--- src/srl_pkg.sv ---
// shared constants for the latch input selection block
package srl_pkg;

  localparam int unsigned ADDR_W = 4;
  localparam int unsigned DATA_W = 8;

  // register offsets
  localparam logic [ADDR_W-1:0] OFS_CONTROL = 4'h0;
  localparam logic [ADDR_W-1:0] OFS_SOURCES = 4'h1;
  localparam logic [ADDR_W-1:0] OFS_STATUS  = 4'h2;

  // latch_control fields
  localparam int unsigned CTL_LATCH_EN  = 7;
  localparam int unsigned CTL_DIV_HI    = 6;
  localparam int unsigned CTL_DIV_LO    = 4;
  localparam int unsigned CTL_TRUE_OE   = 3;
  localparam int unsigned CTL_INV_OE    = 2;
  localparam int unsigned CTL_SW_SET    = 1;
  localparam int unsigned CTL_SW_RESET  = 0;

  // latch_source_enables fields
  localparam int unsigned SRC_PIN_SET   = 7;
  localparam int unsigned SRC_CLK_SET   = 6;
  localparam int unsigned SRC_C2_SET    = 5;
  localparam int unsigned SRC_C1_SET    = 4;
  localparam int unsigned SRC_PIN_RESET = 3;
  localparam int unsigned SRC_CLK_RESET = 2;
  localparam int unsigned SRC_C2_RESET  = 1;
  localparam int unsigned SRC_C1_RESET  = 0;

  // status fields
  localparam int unsigned STS_Q         = 0;
  localparam int unsigned STS_C1        = 1;
  localparam int unsigned STS_C2        = 2;
  localparam int unsigned STS_PIN       = 3;

  // reset values
  localparam logic [DATA_W-1:0] RST_CONTROL = 8'h00;
  localparam logic [DATA_W-1:0] RST_SOURCES = 8'h00;

  // divider: code 0 gives a period of 2**2 cycles, code 7 gives 2**9
  localparam int unsigned       DIV_W        = 9;
  localparam int unsigned       DIV_BASE_LOG = 2;
  localparam logic [DIV_W-1:0]  RST_DIV      = 9'h000;

  // software pulse lasts one instruction period
  localparam int unsigned       CLK_PERIOD_NS  = 100;
  localparam int unsigned       INSTR_PERIOD_NS = 400;
  localparam int unsigned       SW_PULSE_CYC =
    (INSTR_PERIOD_NS + CLK_PERIOD_NS - 1) / CLK_PERIOD_NS;
  localparam int unsigned       SW_CNT_W = 3;
  localparam logic [SW_CNT_W-1:0] SW_PULSE_LEN = SW_CNT_W'(SW_PULSE_CYC);
  localparam logic [SW_CNT_W-1:0] RST_SW_CNT   = 3'h0;

endpackage

--- src/srl_latch_select.sv ---
// latch input selection, divider, software pulses, outputs and registers
//
// Our own choices: the placing of the registers and the address-and-strobe port.
`timescale 1ns/1ns

module srl_latch_select
  import srl_pkg::*;
(
  input  wire logic              clk,                // system clock, 10 MHz
  input  wire logic              sys_rst,            // async reset, active high
  input  wire logic [ADDR_W-1:0] reg_addr,           // register address
  input  wire logic [DATA_W-1:0] reg_wdata,          // write data
  input  wire logic              reg_we,             // write strobe
  input  wire logic              reg_re,             // read strobe
  output logic      [DATA_W-1:0] reg_rdata,          // read data, cycle after strobe
  input  wire logic              comparator_one_raw, // comparator one digital output
  input  wire logic              comparator_two_raw, // comparator two digital output
  input  wire logic              external_latch_input_pin, // external set/reset pin
  output logic                   comparator_one_result, // synced comparator one
  output logic                   comparator_two_result, // synced comparator two
  output logic                   true_output_pin,    // latch output
  output logic                   true_output_pin_oe, // drive enable for true output
  output logic                   inverted_output_pin, // inverted latch output
  output logic                   inverted_output_pin_oe // drive enable for inverted
);

  // synchronisers: first stage read only by second
  logic [2:0] meta_ff;
  logic [2:0] sync_ff;
  logic [2:0] nxt_sync;

  always_comb begin
    nxt_sync = meta_ff;
  end

  always_ff @(posedge clk or posedge sys_rst) begin
    if (sys_rst) begin
      meta_ff <= 3'h0;
      sync_ff <= 3'h0;
    end else begin
      meta_ff <= {external_latch_input_pin, comparator_two_raw, comparator_one_raw};
      sync_ff <= nxt_sync;
    end
  end

  logic cmp_one;
  logic cmp_two;
  logic pin_in;
  assign cmp_one = sync_ff[0];
  assign cmp_two = sync_ff[1];
  assign pin_in  = sync_ff[2];

  // registers
  logic              latch_enable_ff;
  logic [2:0]        div_sel_ff;
  logic              true_output_enable_ff;
  logic              inverted_output_enable_ff;
  logic [DATA_W-1:0] sources_ff;
  logic              nxt_latch_enable;
  logic [2:0]        nxt_div_sel;
  logic              nxt_true_output_enable;
  logic              nxt_inverted_output_enable;
  logic [DATA_W-1:0] nxt_sources;
  logic [SW_CNT_W-1:0] sw_set_cnt_ff;
  logic [SW_CNT_W-1:0] sw_rst_cnt_ff;
  logic [SW_CNT_W-1:0] nxt_sw_set_cnt;
  logic [SW_CNT_W-1:0] nxt_sw_rst_cnt;
  logic              wr_ctl;
  logic              wr_src;

  assign wr_ctl = reg_we && (reg_addr == OFS_CONTROL);
  assign wr_src = reg_we && (reg_addr == OFS_SOURCES);

  always_comb begin
    nxt_latch_enable           = latch_enable_ff;
    nxt_div_sel                = div_sel_ff;
    nxt_true_output_enable     = true_output_enable_ff;
    nxt_inverted_output_enable = inverted_output_enable_ff;
    nxt_sources                = sources_ff;
    nxt_sw_set_cnt             = (sw_set_cnt_ff != 3'h0) ? sw_set_cnt_ff - 3'h1 : 3'h0;
    nxt_sw_rst_cnt             = (sw_rst_cnt_ff != 3'h0) ? sw_rst_cnt_ff - 3'h1 : 3'h0;
    if (wr_ctl) begin
      nxt_latch_enable           = reg_wdata[CTL_LATCH_EN];
      nxt_div_sel                = reg_wdata[CTL_DIV_HI:CTL_DIV_LO];
      nxt_true_output_enable     = reg_wdata[CTL_TRUE_OE];
      nxt_inverted_output_enable = reg_wdata[CTL_INV_OE];
      // pulse bits are never stored, only start a timed pulse
      if (reg_wdata[CTL_SW_SET]) begin
        nxt_sw_set_cnt = SW_PULSE_LEN;
      end
      if (reg_wdata[CTL_SW_RESET]) begin
        nxt_sw_rst_cnt = SW_PULSE_LEN;
      end
    end else if (wr_src) begin
      nxt_sources = reg_wdata;
    end
  end

  always_ff @(posedge clk or posedge sys_rst) begin
    if (sys_rst) begin
      latch_enable_ff           <= RST_CONTROL[CTL_LATCH_EN];
      div_sel_ff                <= RST_CONTROL[CTL_DIV_HI:CTL_DIV_LO];
      true_output_enable_ff     <= RST_CONTROL[CTL_TRUE_OE];
      inverted_output_enable_ff <= RST_CONTROL[CTL_INV_OE];
      sources_ff                <= RST_SOURCES;
      sw_set_cnt_ff             <= RST_SW_CNT;
      sw_rst_cnt_ff             <= RST_SW_CNT;
    end else begin
      latch_enable_ff           <= nxt_latch_enable;
      div_sel_ff                <= nxt_div_sel;
      true_output_enable_ff     <= nxt_true_output_enable;
      inverted_output_enable_ff <= nxt_inverted_output_enable;
      sources_ff                <= nxt_sources;
      sw_set_cnt_ff             <= nxt_sw_set_cnt;
      sw_rst_cnt_ff             <= nxt_sw_rst_cnt;
    end
  end

  // free-running divider; a pulse when the selected low bits are all ones
  logic [DIV_W-1:0] div_cnt_ff;
  logic [DIV_W-1:0] nxt_div_cnt;
  logic [DIV_W-1:0] div_mask;
  logic             divided_clock_pulse;

  always_comb begin
    nxt_div_cnt = div_cnt_ff + 9'h001;
    div_mask    = DIV_W'((10'h001 << (DIV_BASE_LOG + 32'(div_sel_ff))) - 10'h001);
  end

  assign divided_clock_pulse = ((div_cnt_ff & div_mask) == div_mask);

  always_ff @(posedge clk or posedge sys_rst) begin
    if (sys_rst) begin
      div_cnt_ff <= RST_DIV;
    end else begin
      div_cnt_ff <= nxt_div_cnt;
    end
  end

  // source selection onto the latch inputs
  logic sw_set;
  logic sw_reset;
  logic set_in;
  logic reset_in;

  assign sw_set   = (sw_set_cnt_ff != 3'h0);
  assign sw_reset = (sw_rst_cnt_ff != 3'h0);

  assign set_in = (sources_ff[SRC_PIN_SET] && pin_in)
               || (sources_ff[SRC_CLK_SET] && divided_clock_pulse)
               || (sources_ff[SRC_C2_SET] && cmp_two)
               || (sources_ff[SRC_C1_SET] && cmp_one)
               || sw_set;

  assign reset_in = (sources_ff[SRC_PIN_RESET] && pin_in)
                 || (sources_ff[SRC_CLK_RESET] && divided_clock_pulse)
                 || (sources_ff[SRC_C2_RESET] && cmp_two)
                 || (sources_ff[SRC_C1_RESET] && cmp_one)
                 || sw_reset;

  // latch state; set wins when both inputs are active
  logic q_ff;
  logic nxt_q;

  always_comb begin
    if (!latch_enable_ff) begin
      nxt_q = 1'b0;
    end else if (set_in) begin
      nxt_q = 1'b1;
    end else if (reset_in) begin
      nxt_q = 1'b0;
    end else begin
      nxt_q = q_ff;
    end
  end

  always_ff @(posedge clk or posedge sys_rst) begin
    if (sys_rst) begin
      q_ff <= 1'b0;
    end else begin
      q_ff <= nxt_q;
    end
  end

  // comparator results pass through unchanged: high means plus above minus
  assign comparator_one_result = cmp_one;
  assign comparator_two_result = cmp_two;

  assign true_output_pin        = q_ff;
  assign inverted_output_pin    = !q_ff;
  assign true_output_pin_oe     = latch_enable_ff && true_output_enable_ff;
  assign inverted_output_pin_oe = latch_enable_ff && inverted_output_enable_ff;

  // read path: data only in the cycle after the strobe
  logic [DATA_W-1:0] rdata_ff;
  logic [DATA_W-1:0] nxt_rdata;

  always_comb begin
    nxt_rdata = 8'h00;
    if (reg_re) begin
      if (reg_addr == OFS_CONTROL) begin
        // pulse bits always read as zero
        nxt_rdata = {latch_enable_ff, div_sel_ff, true_output_enable_ff,
                     inverted_output_enable_ff, 2'h0};
      end else if (reg_addr == OFS_SOURCES) begin
        nxt_rdata = sources_ff;
      end else if (reg_addr == OFS_STATUS) begin
        nxt_rdata = {4'h0, pin_in, cmp_two, cmp_one, q_ff};
      end
    end
  end

  always_ff @(posedge clk or posedge sys_rst) begin
    if (sys_rst) begin
      rdata_ff <= 8'h00;
    end else begin
      rdata_ff <= nxt_rdata;
    end
  end

  assign reg_rdata = rdata_ff;

  // checks
  chk_clk_set_pulse: assert property (@(posedge clk) disable iff (sys_rst)
    (latch_enable_ff && sources_ff[SRC_CLK_SET] && divided_clock_pulse) |=> q_ff)
    else $error("divided clock pulse did not set latch");

  chk_cmp_two_set: assert property (@(posedge clk) disable iff (sys_rst)
    (latch_enable_ff && sources_ff[SRC_C2_SET] && cmp_two) |=> q_ff)
    else $error("comparator two did not set latch");

  chk_cmp_one_set: assert property (@(posedge clk) disable iff (sys_rst)
    (latch_enable_ff && sources_ff[SRC_C1_SET] && cmp_one) |=> q_ff)
    else $error("comparator one did not set latch");

  chk_pin_reset: assert property (@(posedge clk) disable iff (sys_rst)
    (sources_ff[SRC_PIN_RESET] && pin_in && !set_in) |=> !q_ff)
    else $error("input pin did not reset latch");

  chk_clk_reset_pulse: assert property (@(posedge clk) disable iff (sys_rst)
    (sources_ff[SRC_CLK_RESET] && divided_clock_pulse && !set_in) |=> !q_ff)
    else $error("divided clock pulse did not reset latch");

  chk_div_fastest_period: assert property (@(posedge clk) disable iff (sys_rst)
    (divided_clock_pulse && div_sel_ff == 3'h0 && !wr_ctl) |=>
      (!divided_clock_pulse)[*3] ##1 (divided_clock_pulse || (div_sel_ff != 3'h0)))
    else $error("divider code zero period is not four cycles");

  chk_output_enables: assert property (@(posedge clk) disable iff (sys_rst)
    (true_output_pin_oe || inverted_output_pin_oe) |-> latch_enable_ff
      && (true_output_pin != inverted_output_pin))
    else $error("output driven while latch disabled");

  chk_disabled_clear: assert property (@(posedge clk) disable iff (sys_rst)
    !latch_enable_ff |=> !q_ff)
    else $error("latch active while disabled");

  chk_sw_pulse_len: assert property (@(posedge clk) disable iff (sys_rst)
    (wr_ctl && reg_wdata[CTL_SW_SET]) |=> sw_set[*4] ##1 (!sw_set || $past(wr_ctl)))
    else $error("software set pulse length wrong");

  chk_pulse_reads_zero: assert property (@(posedge clk) disable iff (sys_rst)
    (reg_re && reg_addr == OFS_CONTROL) |=> (reg_rdata[1:0] == 2'h0))
    else $error("pulse bits read back nonzero");

  chk_sw_reset_len: assert property (@(posedge clk) disable iff (sys_rst)
    (wr_ctl && reg_wdata[CTL_SW_RESET]) |=> sw_reset[*4] ##1 (!sw_reset || $past(wr_ctl)))
    else $error("software reset pulse length wrong");

  // raw level reaches the result after both synchroniser stages
  chk_cmp_one_sync: assert property (@(posedge clk) disable iff (sys_rst)
    $changed(comparator_one_raw) |->
      ##2 (comparator_one_result == $past(comparator_one_raw, 2)))
    else $error("comparator one result does not follow its input");

  chk_cmp_two_sync: assert property (@(posedge clk) disable iff (sys_rst)
    $changed(comparator_two_raw) |->
      ##2 (comparator_two_result == $past(comparator_two_raw, 2)))
    else $error("comparator two result does not follow its input");

  chk_idle_hold: assert property (@(posedge clk) disable iff (sys_rst)
    (latch_enable_ff && !set_in && !reset_in) |=> $stable(q_ff))
    else $error("latch moved with no source active");

  cov_clk_set: cover property (@(posedge clk) disable iff (sys_rst)
    latch_enable_ff && sources_ff[SRC_CLK_SET] && divided_clock_pulse ##1 q_ff);
  cov_cmp_reset: cover property (@(posedge clk) disable iff (sys_rst)
    q_ff ##1 (sources_ff[SRC_C1_RESET] && cmp_one) ##1 !q_ff);
  cov_sw_pulse: cover property (@(posedge clk) disable iff (sys_rst)
    wr_ctl && reg_wdata[CTL_SW_RESET] && latch_enable_ff);
  cov_slow_div: cover property (@(posedge clk) disable iff (sys_rst)
    divided_clock_pulse && div_sel_ff == 3'h7);
  cov_pin_set: cover property (@(posedge clk) disable iff (sys_rst)
    latch_enable_ff && sources_ff[SRC_PIN_SET] && pin_in ##1 q_ff);

endmodule

--- config.mk ---
export PLATFORM = sky130hd
export DESIGN_NAME = srl_latch_select
export DESIGN_NICKNAME = d
export VERILOG_FILES = /design/src/srl_pkg.sv /design/src/srl_latch_select.sv
export SDC_FILE = /design/constraint.sdc
export NUM_CORES = 1
export LEC_CHECK = 0
export CORE_MARGIN = 10
export CORE_UTILIZATION = 30
export CTS_CLUSTER_SIZE = 25
export DETAILED_ROUTE_END_ITERATION = 6
export DONT_BUFFER_PORTS = 1
export SLEW_MARGIN = 5
export SYNTH_ARGS = -nofsm -noshare
export SYNTH_HDL_FRONTEND = slang
export SYNTH_SLANG_ARGS = --single-unit
--- constraint.sdc ---
create_clock -name clk -period 2.6 [get_ports clk]
set_input_delay 0 -clock clk [delete_from_list [all_inputs] [get_ports clk]]
set_output_delay 0 -clock clk [all_outputs]
set_load 0.03 [all_outputs]
==> key figures <==
Outcome
  – Status: completed

CTS
  – Clk_lat worst skew: between 0.2 and 0.3 ns
  – CTS tree: built
  – CTS Hold Bufs: 21
  – Num Clock Sinks: 44
  – Post-CTS Repair Setup Buffers: 0
  – Clk root buf: clkbuf_8
  – CTS H-tree depth: 2
  – Worst-path clk slew: around 0.080 ns
  – Clock Path Buffers: 2
  – Post-cts resize count: 0
  – Num CTS Buffers: 5

Timing
  – Final-report max-slew violation count: 0
  – Final TNS setup: 0 ns
  – Unrepaired setup endpoints after global routing: no
  – Clock Skews: approximately 0.006 ns
  – Measured slew at the worst slew-check pin: 1.03 ns
  – Tcrit/Tclk final: 87.3%
  – Highest Clock Rate: about 440 MHz
  – Final hold vios: 0
  – Slew Limit Headroom: a little over 30%
  – Final WS setup: between 0.3 and 0.4 ns
  – Tmin final: between 2 and 2.5 ns
  – Final count of negative-setup-slack endpoints: 0
  – Hold slack: 0.0139 ns

GRT
  – Global Route met3 Usage: under 10%
  – Pin count of the biggest net entering global routing: 31
  – Initial antenna violation count: 0
  – First-pass GRT wire length: approximately 6.8 mm
  – Most crowded layer after global routing: met2
  – Total grt overflow: 0
  – Total GRT Usage: a little over 8%
  – Vias in the first global route: ~1400
  – Met1 Resource Use GR: 10.1%
  – Met2 Track Usage GR: 13.4%

Synthesis
  – Post-synth top area share: a little over half
  – Sequential share of the synthesized area: 53.8%
  – Post-synthesis async set-or-reset flop share: 100%
  – Count of warnings emitted by yosys: 0
  – Syn Nets: 207
  – Primary FF master, synth: dfrtp_1
  – Post-synth EDFFs: 0
  – Synthesized area per cell: 11.6 um2
  – Synth area leader: dfrtp_1
  – Unique cell type count in the Yosys netlist: 36
  – Most frequent cell after synthesis: dfrtp_1
  – Synth area leaders: dfrtp_1 54%, ha_1 7.3%, mux2_2 6.6%
  – Mapped Cells: about 180
  – Synthesized area: 0.00205 mm2
  – Synth Register Bits: 44
  – Synth cell count leaders: 44 x dfrtp_1, 13 x nor2_1, 12 x ha_1, 12 x inv_1, 12 x mux2_2

Setup path
  – Worst setup EP type: flop
  – CP Max Fanout: 11
  – Setup CP Type: reg -> reg
  – Worst-path cell chain: inv_1 > ha_1 > and4bb_1 > xor2_1 > a211oi_2 > a41oi_1 > o31a_1
  – Worst Path Buf+Inv: 1
  – Crit path from: div_sel_ff[1]
  – CP peak stage delay: around 0.55 ns
  – Worst path arrival time: approximately 2.4 ns
  – Top Family by Delay on Critical Path: compound AO/OA/AOI/OAI gates
  – CP max stage cell: dfrtp_1
  – Reg-to-reg startpoint: div_sel_ff[1]
  – Worst setup SP type: flop
  – Req. time, crit path: 2.78 ns

Power and ir drop
  – VDD IR-drop max: around 0.23 mV
  – Leak pwr: approximately 0.0011 uW
  – Power, Total: around 1600 uW
  – P per Cell Area: between 600 and 700 mW/mm2

Drt
  – Vias: between 1000 and 1500
  – Pre-Repair DR Iteration Count: 4
  – Final ANT Viol Nets: 0
  – DR DRC count: 0
  – Final WL: about 4.1 mm
  – Wire per inst: ~15 um
  – 1st-iter DRT viols: between 40 and 50
  – DR vias/cell: around 4.7

Worst hold path
  – Start point of the worst hold path: reg_addr[1]
  – Worst Hold Class: in -> reg

Finish
  – Share of cells above drive strength 1: 11.3%
  – Post-route cell area: 0.00243 mm2
  – Area growth syn-to-layout: 18.9%
  – Multi-input combinational cell area: ~900 um2
  – Fill cell count: about 630
  – Reg area: around 0.0011 mm2
  – Nets: around 230
  – ANT cells: 0

Die
  – Number of I/O pins: 33
  – Die Span Y: between 100 and 150 um
  – Core Area: 0.00672 mm2
  – Initial core utilization: between 30% and 40%
  – Die X: 103 um
  – Row Count: 30
  – Die area: 0.0105 mm2

Placed design
  – DP Area: roughly 0.0021 mm2
  – Gpl congestion: 0.752
  – Place WS: around 0.35 ns
  – Buffers on Ports: 0
  – Final HPWL DP: about 3.1 mm

Job
  – Maxcap violations: 0
==> kinds of logic after synthesis <==
group                    after synthesis  share of synthesized area (%)
multiplexers                          18                           9.54
flip-flops                            44                           53.8
AND/OR/NAND/NOR                       59                           15.5
buffers and inverters                 15                           3.18
XOR/XNOR                               9                           3.85
AO/OA/AOI/OAI                         19                           6.79
adder cells (fa/ha/maj)               12                           7.33
==> layer usage <==
layer	up-vias	share of wire [%]
met4	0	1.1
met5	-	0
met3	5	6.0
met2	36	47
met1	635	46
li1	659	-
==> stage by stage <==
| stage | instances | utilization, % |
|---|---|---|
| after CTS | 283 | 36.2 |
| after detailed placement | 254 | 31.8 |
| after global placement | 254 | 31.8 |
| final | 283 | 36.2 |
| after floorplan | 176 | - |
| after global routing | 283 | 36.2 |
==> layout by cell type (no fill, tap or decap), types with 3 or more instances in the layout <==
master and count:
o21ai_0 4, inv_1 11, dlygate4sd3_1 21, mux2_2 12, nor2b_1 4, clkbuf_8 6
xnor2_1 7, nand2b_1 3, ha_1 12, nand3_1 5, nand4_1 3, a22oi_1 4
and2_1 4, dfrtp_1 44, nand2_1 11, mux2i_1 6, nor3_1 4, nor2_1 13
and3_1 3
==> flip-flops by register name, summed over array words and instances (netlist names) <==
register,count
meta_ff,3
div_sel_ff,3
reg_rdata,8
sync_ff,3
div_cnt_ff,9
sw_rst_cnt_ff,3
sources_ff,8
latch_enable_ff,1
sw_set_cnt_ff,3
true_output_enable_ff,1
true_output_pin,1
inverted_output_enable_ff,1
==> power by group <==
group / internal, uW / switching (uW) / total [uW]
combinational: 167 / 181 / 348
clock: 217 / 212 / 429
sequential: 765 / 108 / 872
total: 1150 / 501 / 1650
==> tightest hold or removal path, delay by kind of cell <==
family / cells / cell delay [ns]
AND/OR/NAND/NOR: 2 / 0.08
AO/OA/AOI/OAI: 1 / 0.18
==> worst paths after layout <==
check | endpoint | depth (start not counted) | slack, ns
setup / recovery | true_output_pin | 7 | 0.33
min in group asynchronous | reg_rdata[3] | 2 | 0.28
max in group asynchronous | meta_ff[1] | 3 | 1.63
setup reg to reg | true_output_pin | 7 | 0.33
hold reg to reg | sync_ff[2] | 0 | 0.35
hold / removal | reg_rdata[0] | 3 | 0.01
==> cell type report <==
cell class	instances	share of cell area, %
sequential	44	45.2
clock buffer	8	3.70
timing repair buffer	22	8.94
multi-input combinational	117	36.2
inverter	12	1.85
tap	80	4.11
(Power assumes the default switching activity.)
